`src/rtl/ubm_consts.svh`:
```
/*
  Offsets, field positions, reset values and timing counts of the
  utility bus manager. Assumes a 100 MHz system clock.
*/
`ifndef UBM_CONSTS_SVH
`define UBM_CONSTS_SVH

`define UBM_ADR_MODE_SEL 16'h8006
`define UBM_ADR_PHY_RST 16'h8007
`define UBM_ADR_PIN_CTL 16'h801a

`define UBM_BIT_OVERRIDE 0
`define UBM_BIT_PHY_RST 0
`define UBM_BIT_STYLE 3

`define UBM_OVR_RST 1'h0
`define UBM_MODE_RST 4'h0
`define UBM_TAG_RST 10'h000

`define UBM_CLK_NS 10
`define UBM_STB_NS 40
`define UBM_STB_CYC ((`UBM_STB_NS + `UBM_CLK_NS - 1) / `UBM_CLK_NS)

`define UBM_STRAP_CYC 6'h10
`define UBM_TRI_CYC 6'h18
`define UBM_SEQ_DONE 6'h20
`define UBM_PHY_SW_CYC 5'h10

`endif

```
`src/rtl/ubm_pkg.sv`:
```
/*
  Types of the utility bus manager.
  Assumes nothing of its surroundings.
*/
package ubm_pkg;

  typedef enum logic [2:0] {
    UBM_IDLE = 3'b000,
    UBM_ALE = 3'b001,
    UBM_ADR = 3'b010,
    UBM_STB = 3'b011,
    UBM_REC = 3'b100,
    UBM_END = 3'b101
  } ubm_state_t;

endpackage

```
`src/rtl/ubm_manager.sv`:
```
/*
  Utility bus manager: runs PHY register reads and writes decoded from
  in-band programming cells, holds the pin override, mode select and PHY
  reset registers, captures straps after reset.
  Assumes a cell interpreter on clk_sys drives the command, byte and
  register ports, and pads resolve pins from the _out/_oe pairs.
  // Contract
  // [RQ1] Override bit resets zero, unlocks strapped registers
  // [RQ2] Management pins carry straps during reset
  // [RQ3] Utility bus or UTOPIA management, never both
  // [RQ4] Commands arrive in in-band cells
  // [RQ5] Twelve bus pins are chip selects 12..1
  // [RQ6] Management pin one is chip select 0
  // [RQ7] Byte bus multiplexes address and data
  // [RQ8] Pin two is active-low read strobe
  // [RQ9] Pin three is active-low write strobe
  // [RQ10] Pin five is active-high address latch enable
  // [RQ11] PHY reset low on sequence or bit
  // [RQ12] PHY drives interrupt; processor clears it
  // [RQ13] Read command drives select, latch, strobe, bus
  // [RQ14] PHY latches address on latch falling edge
  // [RQ15] Release byte bus once select and read low
  // [RQ16] PHY drives data until select/strobe rise
  // [RQ17] Read carries at most 32 bytes
  // [RQ18] Mode bit 3 selects management style
  // [RQ19] PHY reset bit holds reset 16 cycles
  // [RQ20] Write same as read, at most 32 bytes
  // [RQ21] Latch drops before strobe; select ends after
  // [RQ22] Unaddressed selects stay high
*/
`timescale 1ns/1ps
`include "ubm_consts.svh"
module ubm_manager
  import ubm_pkg::*;
#(
  parameter int STB_CYC = `UBM_STB_CYC
) (
  input logic clk_sys,
  input logic rst_n,
  input logic cmd_valid,
  output logic cmd_ready,
  input logic cmd_write,
  input logic [3:0] cmd_phy,
  input logic [7:0] cmd_reg_addr,
  input logic [4:0] cmd_len_m1,
  input logic [7:0] wr_data,
  input logic wr_valid,
  output logic wr_ready,
  output logic [7:0] rd_data,
  output logic rd_valid,
  output logic rd_last,
  output logic busy,
  input logic inband_reset,
  input logic reg_wr,
  input logic reg_rd,
  input logic [15:0] reg_addr,
  input logic [7:0] reg_wdata,
  output logic [7:0] reg_rdata,
  output logic [3:0] mode_select,
  output logic [9:0] tag_straps,
  output logic phy_irq,
  input logic [11:0] management_bus_pins_in,
  output logic [11:0] management_bus_pins_out,
  output logic [11:0] management_bus_pins_oe,
  output logic management_pin_one_out,
  output logic management_pin_one_oe,
  input logic management_pin_two_in,
  output logic management_pin_two_out,
  output logic management_pin_two_oe,
  input logic management_pin_three_in,
  output logic management_pin_three_out,
  output logic management_pin_three_oe,
  output logic management_pin_five_out,
  output logic management_pin_five_oe,
  input logic [7:0] management_byte_bus_in,
  output logic [7:0] management_byte_bus_out,
  output logic [7:0] management_byte_bus_oe,
  output logic phy_reset_n,
  input logic phy_interrupt_n
);

  if (STB_CYC < 3 || STB_CYC > 15) begin : g_chk
    $error("ubm_manager: STB_CYC must lie in 3..15");
  end

  ubm_state_t st_q, st_d;
  logic [12:0] cs_q, cs_d;
  logic ale_q, ale_d, rd_n_q, rd_n_d, wr_n_q, wr_n_d, drv_q, drv_d;
  logic wr_q, wr_d;
  logic [7:0] dout_q, dout_d, rd_data_q, rd_data_d;
  logic rd_valid_q, rd_valid_d, rd_last_q, rd_last_d;
  logic [4:0] len_q, len_d, idx_q, idx_d;
  logic [3:0] cnt_q, cnt_d;
  logic [5:0] seq_q, seq_d;
  logic ovr_q, ovr_d;
  logic [3:0] mode_q, mode_d;
  logic [9:0] tag_q, tag_d;
  logic [4:0] swc_q, swc_d;
  logic [7:0] rdata_q, rdata_d;
  logic [22:0] pin_s;
  logic pins_en, take;

  // Pins reach logic only through two flip-flops
  // Interrupt pin idles high; resetting to that level avoids a false irq
  ubm_sync #(.WIDTH(23), .RST_VAL(23'h400000)) u_sync (
    .clk_sys(clk_sys),
    .rst_n(rst_n),
    .d({phy_interrupt_n, management_pin_three_in, management_pin_two_in,
        management_bus_pins_in, management_byte_bus_in}),
    .q(pin_s)
  );

  assign phy_irq = !pin_s[22]; // RQ12
  // Pins float during strap load; UTOPIA mode leaves them to its engine
  assign pins_en = (seq_q >= `UBM_TRI_CYC) && !mode_q[`UBM_BIT_STYLE]; // RQ2 RQ3 RQ18
  assign cmd_ready = (st_q == UBM_IDLE) && pins_en && !inband_reset; // RQ3 RQ4
  assign take = cmd_valid && cmd_ready;
  assign wr_ready = wr_q && (st_q == UBM_ADR || st_q == UBM_REC);
  assign busy = st_q != UBM_IDLE;

  always_comb begin
    st_d = st_q;
    cs_d = cs_q;
    ale_d = 1'b0;
    rd_n_d = 1'b1;
    wr_n_d = 1'b1;
    drv_d = drv_q;
    wr_d = wr_q;
    dout_d = dout_q;
    rd_data_d = rd_data_q;
    rd_valid_d = 1'b0;
    rd_last_d = 1'b0;
    len_d = len_q;
    idx_d = idx_q;
    cnt_d = cnt_q;
    unique case (st_q)
      UBM_IDLE: begin
        if (take) begin
          cs_d = 13'h1fff;
          if (cmd_phy <= 4'hc)
            cs_d[cmd_phy] = 1'b0; // RQ5 RQ6 RQ22
          ale_d = 1'b1; // RQ10 RQ13 RQ20
          drv_d = 1'b1;
          dout_d = cmd_reg_addr; // RQ7
          wr_d = cmd_write;
          len_d = cmd_len_m1; // RQ17 RQ20
          idx_d = 5'h00;
          st_d = UBM_ALE;
        end
      end
      UBM_ALE: st_d = UBM_ADR; // RQ14
      UBM_ADR, UBM_REC: begin
        cnt_d = 4'h0;
        if (wr_q) begin
          if (wr_valid) begin
            dout_d = wr_data;
            wr_n_d = 1'b0; // RQ9 RQ21
            st_d = UBM_STB;
          end
        end else begin
          rd_n_d = 1'b0; // RQ8 RQ21
          drv_d = 1'b0; // RQ15
          st_d = UBM_STB;
        end
      end
      UBM_STB: begin
        if (cnt_q == 4'(STB_CYC - 1)) begin
          if (!wr_q) begin
            rd_data_d = pin_s[7:0]; // RQ16
            rd_valid_d = 1'b1;
            rd_last_d = idx_q == len_q;
          end
          idx_d = idx_q + 5'h01;
          st_d = (idx_q == len_q) ? UBM_END : UBM_REC; // RQ17 RQ20
        end else begin
          cnt_d = cnt_q + 4'h1;
          rd_n_d = rd_n_q;
          wr_n_d = wr_n_q;
        end
      end
      UBM_END: begin
        cs_d = 13'h1fff; // RQ21
        drv_d = 1'b0;
        st_d = UBM_IDLE;
      end
      default: st_d = UBM_IDLE;
    endcase
    if (inband_reset) begin
      st_d = UBM_IDLE;
      cs_d = 13'h1fff;
      drv_d = 1'b0;
      rd_n_d = 1'b1;
      wr_n_d = 1'b1;
      ale_d = 1'b0;
    end
  end

  always_ff @(posedge clk_sys) begin
    if (!rst_n) begin
      st_q <= UBM_IDLE;
      cs_q <= 13'h1fff;
      ale_q <= 1'b0;
      rd_n_q <= 1'b1;
      wr_n_q <= 1'b1;
      drv_q <= 1'b0;
      wr_q <= 1'b0;
      dout_q <= 8'h00;
      rd_data_q <= 8'h00;
      rd_valid_q <= 1'b0;
      rd_last_q <= 1'b0;
      len_q <= 5'h00;
      idx_q <= 5'h00;
      cnt_q <= 4'h0;
    end else begin
      st_q <= st_d;
      cs_q <= cs_d;
      ale_q <= ale_d;
      rd_n_q <= rd_n_d;
      wr_n_q <= wr_n_d;
      drv_q <= drv_d;
      wr_q <= wr_d;
      dout_q <= dout_d;
      rd_data_q <= rd_data_d;
      rd_valid_q <= rd_valid_d;
      rd_last_q <= rd_last_d;
      len_q <= len_d;
      idx_q <= idx_d;
      cnt_q <= cnt_d;
    end
  end

  always_comb begin
    seq_d = seq_q;
    ovr_d = ovr_q;
    mode_d = mode_q;
    tag_d = tag_q;
    swc_d = swc_q;
    rdata_d = 8'h00;
    if (seq_q < `UBM_SEQ_DONE)
      seq_d = seq_q + 6'h01;
    if (seq_q == `UBM_STRAP_CYC - 6'h01) begin
      mode_d = {pin_s[20], pin_s[19], pin_s[21], pin_s[18]}; // RQ2
      tag_d = pin_s[17:8]; // RQ2
    end
    if (swc_q != 5'h00)
      swc_d = swc_q - 5'h01; // RQ19
    if (reg_rd) begin
      unique case (reg_addr)
        `UBM_ADR_PIN_CTL: rdata_d[`UBM_BIT_OVERRIDE] = ovr_q;
        `UBM_ADR_MODE_SEL: rdata_d[3:0] = mode_q;
        `UBM_ADR_PHY_RST: rdata_d[`UBM_BIT_PHY_RST] = swc_q != 5'h00; // RQ19
        default: rdata_d = 8'h00;
      endcase
    end
    if (reg_wr && seq_q == `UBM_SEQ_DONE) begin
      unique case (reg_addr)
        `UBM_ADR_PIN_CTL: ovr_d = reg_wdata[`UBM_BIT_OVERRIDE]; // RQ1
        `UBM_ADR_MODE_SEL: if (ovr_q) mode_d = reg_wdata[3:0]; // RQ1 RQ18
        `UBM_ADR_PHY_RST:
          if (reg_wdata[`UBM_BIT_PHY_RST] && swc_q == 5'h00)
            swc_d = `UBM_PHY_SW_CYC; // RQ11 RQ19
        default: ;
      endcase
    end
    if (inband_reset)
      seq_d = 6'h00;
  end

  always_ff @(posedge clk_sys) begin
    if (!rst_n) begin
      seq_q <= 6'h00;
      ovr_q <= `UBM_OVR_RST; // RQ1
      mode_q <= `UBM_MODE_RST;
      tag_q <= `UBM_TAG_RST;
      swc_q <= 5'h00;
      rdata_q <= 8'h00;
    end else begin
      seq_q <= seq_d;
      ovr_q <= ovr_d;
      mode_q <= mode_d;
      tag_q <= tag_d;
      swc_q <= swc_d;
      rdata_q <= rdata_d;
    end
  end

  assign reg_rdata = rdata_q;
  assign mode_select = mode_q;
  assign tag_straps = tag_q;
  assign rd_data = rd_data_q;
  assign rd_valid = rd_valid_q;
  assign rd_last = rd_last_q;
  assign management_bus_pins_out = cs_q[12:1]; // RQ5
  assign management_bus_pins_oe = {12{pins_en}};
  assign management_pin_one_out = cs_q[0]; // RQ6
  assign management_pin_one_oe = pins_en;
  assign management_pin_two_out = rd_n_q; // RQ8
  assign management_pin_two_oe = pins_en;
  assign management_pin_three_out = wr_n_q; // RQ9
  assign management_pin_three_oe = pins_en;
  assign management_pin_five_out = ale_q; // RQ10
  assign management_pin_five_oe = pins_en;
  assign management_byte_bus_out = dout_q; // RQ7
  assign management_byte_bus_oe = {8{pins_en && drv_q}}; // RQ15
  // Power-up PHY reset follows the float window, then the software pulse
  assign phy_reset_n = !((seq_q >= `UBM_TRI_CYC && seq_q < `UBM_SEQ_DONE)
                         || swc_q != 5'h00); // RQ11

  // Checks
  ovr_reset_a: assert property (@(posedge clk_sys) // RQ1
    rst_n && $past(!rst_n) |-> !ovr_q) else $error("override not zero");
  lock_a: assert property (@(posedge clk_sys) disable iff (!rst_n) // RQ1
    reg_wr && reg_addr == `UBM_ADR_MODE_SEL && !ovr_q && !inband_reset
    && seq_q == `UBM_SEQ_DONE |=> $stable(mode_q))
    else $error("locked mode changed");
  strap_float_a: assert property (@(posedge clk_sys) disable iff (!rst_n)
    seq_q < `UBM_TRI_CYC |-> management_bus_pins_oe == 12'h000 // RQ2
    && !management_pin_two_oe) else $error("pins driven in strap time");
  style_a: assert property (@(posedge clk_sys) disable iff (!rst_n) // RQ3
    mode_q[`UBM_BIT_STYLE] |-> !cmd_ready && !management_pin_five_oe)
    else $error("utility bus active in UTOPIA mode");
  start_a: assert property (@(posedge clk_sys) disable iff (!rst_n) // RQ13
    cmd_valid && cmd_ready && !cmd_write |=> ale_q && drv_q && rd_n_q
    && cs_q != 13'h1fff) else $error("read start wrong");
  ale_pulse_a: assert property (@(posedge clk_sys) disable iff (!rst_n) // RQ10
    $rose(ale_q) |-> rd_n_q && wr_n_q ##1 !ale_q ##1 !ale_q)
    else $error("latch enable not a clean pulse");
  release_a: assert property (@(posedge clk_sys) disable iff (!rst_n) // RQ15
    !rd_n_q && cs_q != 13'h1fff |-> management_byte_bus_oe == 8'h00)
    else $error("bus driven during read");
  one_cs_a: assert property (@(posedge clk_sys) disable iff (!rst_n) // RQ22
    $onehot0(~cs_q)) else $error("more than one select low");
  max_len_a: assert property (@(posedge clk_sys) disable iff (!rst_n) // RQ17
    busy && st_q != UBM_END |-> idx_q <= len_q)
    else $error("byte count overrun");
  sw_rst_a: assert property (@(posedge clk_sys) disable iff (!rst_n) // RQ19
    reg_wr && reg_addr == `UBM_ADR_PHY_RST && reg_wdata[0] && swc_q == 5'h00
    && seq_q == `UBM_SEQ_DONE && !inband_reset
    |=> (!phy_reset_n) [*8] ##1 (!phy_reset_n) [*8] ##1 phy_reset_n)
    else $error("PHY reset pulse not 16 cycles");
  end_cs_a: assert property (@(posedge clk_sys) disable iff (!rst_n) // RQ21
    st_q == UBM_END |=> cs_q == 13'h1fff && rd_n_q && wr_n_q)
    else $error("select held after transaction");
  read_cov_c: cover property (@(posedge clk_sys) rd_valid_q && rd_last_q);
  write_cov_c: cover property (@(posedge clk_sys)
    st_q == UBM_END && wr_q);
  sw_rst_cov_c: cover property (@(posedge clk_sys) swc_q == 5'h01);
  ovr_cov_c: cover property (@(posedge clk_sys) $rose(ovr_q));

endmodule // ubm_manager

```
`src/rtl/ubm_sync.sv`:
```
/*
  Two flip-flop synchroniser for a vector of pin levels.
  Assumes each bit is an independent level from outside the clock domain;
  RST_VAL gives each bit the idle level of its pin.
*/
`timescale 1ns/1ps
module ubm_sync #(
  parameter int WIDTH = 1,
  parameter logic [WIDTH-1:0] RST_VAL = '0
) (
  input logic clk_sys,
  input logic rst_n,
  input logic [WIDTH-1:0] d,
  output logic [WIDTH-1:0] q
);

  logic [WIDTH-1:0] meta_q;
  logic [WIDTH-1:0] sync_q;

  if (WIDTH < 1) begin : g_chk
    $error("ubm_sync: WIDTH must be at least 1");
  end

  always_ff @(posedge clk_sys) begin
    if (!rst_n) begin
      meta_q <= RST_VAL;
      sync_q <= RST_VAL;
    end else begin
      meta_q <= d;
      sync_q <= meta_q;
    end
  end

  assign q = sync_q;

endmodule // ubm_sync

```
`config.mk`:
```
export PLATFORM = sky130hd
export DESIGN_NAME = ubm_manager
export DESIGN_NICKNAME = d
export VERILOG_FILES = /design/src/rtl/ubm_pkg.sv /design/src/rtl/ubm_manager.sv /design/src/rtl/ubm_sync.sv
export VERILOG_INCLUDE_DIRS = /design/src /design/src/rtl
export SDC_FILE = /design/constraint.sdc
export NUM_CORES = 1
export LEC_CHECK = 0
export BUFFER_PORTS_ARGS = -buffer_cell sky130_fd_sc_hd__buf_4
export CAP_MARGIN = 10
export CORE_MARGIN = 2
export CORE_UTILIZATION = 55
export DETAILED_ROUTE_END_ITERATION = 10
export PLACE_DENSITY = 0.82
export REMOVE_ABC_BUFFERS = 1
export SLEW_MARGIN = 20
export SYNTH_ARGS = -nofsm -noshare
export SYNTH_HDL_FRONTEND = slang
export SYNTH_SLANG_ARGS = --single-unit
```
`constraint.sdc`:
```
create_clock -name clk_sys -period 3 [get_ports clk_sys]
set_clock_uncertainty 0.1 [all_clocks]
set_input_delay 0.3 -clock clk_sys [delete_from_list [all_inputs] [get_ports clk_sys]]
set_output_delay 0.3 -clock clk_sys [all_outputs]
set_load 0.005 [all_outputs]
```
==> summary.txt, run 1 <==
Outcome
  – Status: complete, no violations

Finish
  – N_diodes: 0
  – Synthesis-to-layout area growth: 39.0%
  – Layout net count: 814
  – Non-Filler Instances: 871
  – Fillers: 594
  – Fin area: 7330 sq um
  – Share of layout cells above drive strength 1: 29.0%

Synth
  – Sequential share of the synthesized area: 49.0%
  – Post-synth ARST share: 0%
  – #FFs+latches synth: 129
  – Distinct cell type count after synthesis: 56
  – Synth Area in Compound Gates: 10.8%
  – Synth Area in XOR/XNOR: 2.49%
  – Synthesized area: 5280 sq um
  – Post-Synthesis Cells: 560
  – YS warnings: 0
  – Mux contribution to synthesized area: 4.55%
  – Post-synth EDFFs: 0
  – Top_reg_cell synth: dfxtp_1
  – Adder-Cell Fraction of Synth Area: 1.19%
  – Synth area leaders: dfxtp_1 49%, and2_1 6.2%, mux2i_1 4.6%, nand2_1 3.8%, buf_4 3.7%
  – Largest family of logic cells by synthesized area: simple AND/OR/NAND/NOR gates
  – Area leader, netlist: dfxtp_1
  – Yosys top cell area share: 49.0%
  – Post-Synth Simple-Gate Area: 24.9%
  – Avg Inst Size Synth: 9.42 sq um

Clocking
  – Clock sinks: 129
  – CTS buffer count: 17
  – Clk Latency, worst-skew pair: 0.51 ns
  – CTS root buf: clkbuf_8
  – Clk buf depth: 2
  – Clock-pin transition on the worst setup and hold timing paths: 0.06 ns
  – CTS tree: done
  – H-tree levels: 4
  – Setup Fix Bufs, Post-CTS: 0

Die
  – Die Y: 102 microns
  – Die ar.: 10400 sq um
  – Cell Rows: 35
  – Width of the die: 102 microns
  – Core area: 9280 sq um
  – Top-Level Pins: 165
  – Starting Density: 56.8%

Routing
  – Top layer in use: met4
  – DRC viols: 0
  – DRT iter0 DRCs: 163
  – WL met3: 981 microns
  – Antenna-violating nets left: 0
  – Initial DRT Pass Iterations: 4
  – Wire length per cell: 15.0 microns
  – Via count: 4625
  – Vias/cell: 5.31
  – Met2 WL: 6650 microns
  – Routed wire length: 13000 microns
  – DRT met1 WL: 5120 microns

STA
  – Fmax: 0.366 GHz
  – Final hold slack: 0.0618 ns
  – Final worst path period share: 91.2%
  – Tmin final: 2.74 ns
  – Final WS setup: 0.264 ns
  – Setup TNS: 0 ns
  – RSZ-0062 raised after global routing: false
  – Final hold viol count: 0
  – Slew HR: 32.1%
  – Final setup violation count: 0
  – Worst-margin pin slew: 1.01 ns
  – Final slew viol count: 0

Power and ir drop
  – Switching share of power: 24.7%
  – Flop pwr share: 43.4%
  – PD cells: 561 nW/um^2
  – Combinational share of power: 8.6%
  – Maximum vdd ir drop: 0.355 mV
  – Internal: 3.10 mW
  – Switching pwr: 1.02 mW
  – Leak Pwr: 3.08 nW
  – Clk pwr share: 48.0%

Worst setup path
  – Crit path cell chain: a21oi_1 -> nor2_2 -> and2_1 -> buf_4
  – CP arrival: 2.34 ns
  – Crit end category: output pin
  – Crit-path slowest cell: nor2_2
  – CP peak stage delay: 0.51 ns
  – R2r startpoint: mode_select[3]$_SDFF_PN0_
  – CP Launch Type: flop
  – WP data required: 2.60 ns
  – First element of the critical path: seq_q[4]$_SDFFE_PP0N_
  – Setup CP Type: flop to output pin
  – Critical-path maximum fanout: 17

Global routing
  – Vias in the first global route: 4505
  – GRT Residual Overflow: 0
  – First-pass GRT wire length: 20700 microns
  – Largest net degree at the start of global routing: 46
  – Total track usage: 25.4%
  – Initial antenna violation count: 0

Place
  – Inst Count DP: 800
  – Final GP Congestion: 0.889
  – Placed Area: 6360 sq um
  – Port Buffers: 156
  – Post-DP HPWL: 8350 microns
  – Place WS: 0.405 ns

Worst hold path
  – Hold Path Origin: wr_valid
  – Hold Crit Class: input port to flop

Flow run
  – MaxCap Viol Count: 0
==> layout by cell type (no fill, tap or decap), drive strengths merged, types with 6 or more instances in the layout <==
cell type      n
a21oi         21
and2          52
buf          165
clkbuf        17
dfxtp        129
dlygate4sd3   39
inv           20
mux2i         24
nand2         54
nand3         16
nand3b         6
nand4          8
nor2          38
nor3b         13
o21a          12
o21ai         24
xnor2          9
xor2           6
==> power groups by stage <==
stage	registers (mW)	clock network, mW	logic (mW)
global placement	1.82	0	0.295
finish	1.78	1.97	0.353
detailed placement	1.82	0	0.308
CTS	1.78	2.01	0.350
global route	1.79	2.09	0.385
floorplan	1.82	0	0.160
==> sequential cells by signal, summed over array words and instances, names as in the netlist, 6 cells and up <==
register,flops
u_sync.meta_q,23
management_byte_bus_out,8
tag_straps,10
seq_q,6
u_sync.q,23
rd_data,8
cs_q,13
==> stage by stage <==
step	power, mW	util, %
after floorplan	1.98	-
after global placement	2.11	68.5
after detailed placement	2.13	68.5
after CTS	4.14	79.0
after global routing	4.26	79.0
final	4.11	79.0
==> timing repair <==
action | in CTS | in global routing
setup endpoints to repair | 8 | 0
resized for setup | 1 | 0
hold buffers | 39 | 0
hold endpoints to repair | 40 | 0
==> area by class of cell <==
type,count,area (sq um),share of cell area [%]
tap,129,161,2.20
multi-input combinational,366,2340,31.9
inverter,11,41.3,0.563
clock inverter,15,164,2.23
sequential,129,2580,35.2
timing repair buffer,204,1630,22.2
clock buffer,17,414,5.65
==> routing by layer <==
metal,up-vias,track usage [%]
li1,2242,-
met1,2161,27.6
met4,0,9.54
met2,192,45.3
met5,-,0
met3,30,8.89
==> cells in the mapped netlist (4+ instances only) <==
master,n
inv_1,11
o21a_1,12
nand2b_1,5
nor3b_1,13
nand2_1,54
buf_4,26
xor2_1,6
o32a_1,5
o21ai_0,23
nand4_1,8
clkbuf_1,26
nor3_1,4
o31ai_1,5
nor2_1,38
mux2i_1,24
a21oi_1,21
xnor2_1,9
dfxtp_1,129
nand3b_1,6
ha_1,5
and2_1,52
nand3_1,15
==> critical path, delay by kind of cell, from the launching register on <==
kind	cells	cell delay, ns
flip-flops	1	0.45
buffers and inverters	1	0.18
AND/OR/NAND/NOR	2	0.92
AO/OA/AOI/OAI	1	0.26
==> logic make-up (layout without fill, tap and decap cells) <==
logic type,count (synthesis),count (layout)
AND/OR/NAND/NOR,231,231
flip-flops,129,129
AO/OA/AOI/OAI,87,87
buffers and inverters,68,247
multiplexers,24,24
XOR/XNOR,15,15
adder cells (fa/ha/maj),5,5
other,1,4
==> path summary, 6_finish.rpt <==
check / to / slack, ns / cells after the start
worst max-delay path: management_byte_bus_oe[5] / 0.26 / 4
worst min register to register: u_sync.q[22]$_SDFF_PN1_ / 0.32 / 1
worst max register to register: cs_q[0]$_SDFFE_PP1P_ / 0.29 / 5
worst min-delay path: management_pin_three_out$_SDFFE_PP1P_ / 0.06 / 4
Note: power is estimated with default switching activity, not from simulation.
==> inputs of run 2 (changes only) <==
Settings changed: MAX_ROUTING_LAYER from default to met4.
==> run 2 against run 1 <==
  * Critical path depth unchanged
  * Final cell count unchanged
  * Routed wire length about the same
  * Power is 0.23% higher
  * Design area unchanged
  * Combinational power barely moved
  * Count of clock-buffer cells in the layout is the same
  * Core utilization is the same
  * Flip-flop and latch count did not move
  * Via count about the same
  * Critical path type unchanged
  * Largest power group unchanged
==> summary.txt, run 2 (synthesis results as in run 1) <==
Place
  – Port Buffers: 156 (unchanged)
  – Post-DP HPWL: 8350 microns (unchanged)
  – Placed Area: 6360 sq um (unchanged)
  – Final GP Congestion: 0.904 (+1.7%)

Routing
  – Via count: 4622 (-0.065%)
  – DRC viols: 0 (unchanged)
  – Vias/cell: 5.31 (about the same)
  – Initial DRT Pass Iterations: 4 (unchanged)
  – Antenna-violating nets left: 0 (unchanged)
  – Wire length per cell: 15.0 microns (about the same)
  – Routed wire length: 13000 microns (about the same)
  – DRT iter0 DRCs: 198 (+21%)

Finish
  – Synthesis-to-layout area growth: 39.0% (unchanged)
  – N_diodes: 0 (unchanged)
  – Fin area: 7330 sq um (unchanged)
  – Commonest non-fill, non-tap cells in the layout: 165 x buf_4, 129 x dfxtp_1, 54 x nand2_1
  – Share of layout cells above drive strength 1: 29.0% (unchanged)
  – Commonest non-fill, non-tap cell in the layout: buf_4
  – Layout net count: 814 (unchanged)

Worst hold path
  – Hold Crit Class: input port to flop
  – WHS Path Cells: 4 (unchanged)
  – Hold Path Sink: management_pin_three_out$_SDFFE_PP1P_
  – Hold Path Origin: wr_valid

STA
  – Final worst path period share: 91.3% (+0.093 points)
  – Worst-margin pin slew: 0.998 ns (-0.0164 ns)
  – Slew HR: 33.2% (+1.1 points)
  – Tmin final: 2.74 ns (+0.00279 ns)
  – Setup TNS: 0 ns (unchanged)
  – Final hold viol count: 0 (unchanged)
  – RSZ-0062 raised after global routing: false
  – Final setup violation count: 0 (unchanged)
  – Final slew viol count: 0 (unchanged)
  – Fmax: 0.365 GHz (-0.10%)

Die
  – Cell Rows: 35 (unchanged)
  – Die ar.: 10400 sq um (unchanged)
  – Core area: 9280 sq um (unchanged)
  – Die Y: 102 microns (unchanged)
  – Top-Level Pins: 165 (unchanged)
  – Width of the die: 102 microns (unchanged)
  – Starting Density: 56.8% (unchanged)

Worst setup path
  – WP data required: 2.60 ns (about the same)
  – Crit end category: output pin
  – R2r startpoint: mode_select[3]$_SDFF_PN0_
  – Setup CP Type: flop to output pin
  – Worst r2r dst: cs_q[0]$_SDFFE_PP1P_
  – CP Launch Type: flop
  – Critical-path maximum fanout: 17 (unchanged)
  – First element of the critical path: seq_q[4]$_SDFFE_PP0N_
  – R2R depth: 5 (unchanged)
  – Setup slack, reg-to-reg: 0.28 ns (about the same)
  – CP arrival: 2.34 ns (about the same)

Clocking
  – CTS root buf: clkbuf_8
  – H-tree levels: 4 (unchanged)
  – CTS tree: done
  – Clock-pin transition on the worst setup and hold timing paths: 0.06 ns (about the same)
  – Clk Latency, worst-skew pair: 0.52 ns (about the same)
  – CTS buffer count: 17 (unchanged)
  – Setup Fix Bufs, Post-CTS: 0 (unchanged)
  – Clock sinks: 129 (unchanged)
  – Clk buf depth: 2 (unchanged)

Global routing
  – First-pass GRT wire length: 20600 microns (-0.23%)
  – Largest net degree at the start of global routing: 46 (unchanged)
  – Vias in the first global route: 4503 (-0.044%)
  – GRT Residual Overflow: 0 (unchanged)
  – Total track usage: 26.2% (+0.87 points)
  – Initial antenna violation count: 0 (unchanged)

Power and ir drop
  – Maximum vdd ir drop: 0.354 mV (-0.13%)
  – Internal: 3.10 mW (about the same)
  – Flop pwr share: 43.3% (about the same)
  – PD cells: 562 nW/um^2 (+0.23%)
  – Leak Pwr: 3.08 nW (unchanged)
  – Switching pwr: 1.03 mW (+0.93%)
  – Switching share of power: 24.9% (+0.17 points)
  – Clk pwr share: 48.1% (about the same)
  – Combinational share of power: 8.6% (about the same)

Flow run
  – MaxCap Viol Count: 0 (unchanged)

Outcome
  – Status: complete, no violations
[run 2: cell counts in the layout (fill, tap and decap cells not counted)]
No cell type changed its count.
[run 2: layout make-up]
type                            instances  area, sq um
Sequential cell                       129         2580
Multi-Input combinational cell        366         2340
Fill cell                             594         1950
Timing Repair Buffer                  204         1630
Clock buffer                           17          414
Clock inverter                         15          164
Tap cell                              129          161
Inverter                               11         41.3
[run 2: per-layer routing]
metal / vias up / part of all wire, % / global-route usage (%)
li1: 2244 / - / -
met1: 2156 / 40 / 28.2
met2: 193 / 51 / 45.0
met3: 29 / 7.2 / 7.80
met4: 0 / 2.1 / 11.0
met5: - / 0 / -
[run 2: power groups by stage]
stage	combinational [mW]	sequential (mW)	clock, mW
after floorplan	0.160	1.82	0
after global placement	0.295	1.82	0
after detailed placement	0.308	1.82	0
after CTS	0.350	1.78	2.01
after global routing	0.385	1.79	2.09
final	0.354	1.78	1.98
[run 2: what timing repair did]
action | 4_1_cts | 5_1_grt
hold buffers | 39 | 0
gates resized for setup | 1 | 0
endpoints found under the hold margin | 40 | 0
endpoints found under the setup margin | 8 | 0
[run 2: metrics by stage]
stage	total power [mW]	instances	util (%)	hold WS (ns)	worst slack (ns)
floorplan	1.98	506	-	0.273	0.459
finish	4.12	871	79.0	0.0585	0.262
global route	4.26	871	79.0	0.0502	0.0940
CTS	4.14	871	79.0	0.0414	0.203
detailed placement	2.13	800	68.5	0.305	0.405
global placement	2.11	800	68.5	0.291	0.538
[run 2: how the worst max path moves through the flow]
stage,to
floorplan,management_byte_bus_oe[0]
global placement,st_q[1]$_SDFFE_PP0P_
detailed placement,st_q[1]$_SDFFE_PP0P_
CTS,management_byte_bus_oe[5]
global route,management_byte_bus_oe[5]
finish,management_byte_bus_oe[5]
[run 2: worst max-delay path, cell delays in order, from the launching register on]
cell and delay (ns):
dfxtp_1 0.46, a21oi_1 0.26, nor2_2 0.51, and2_1 0.41, buf_4 0.18
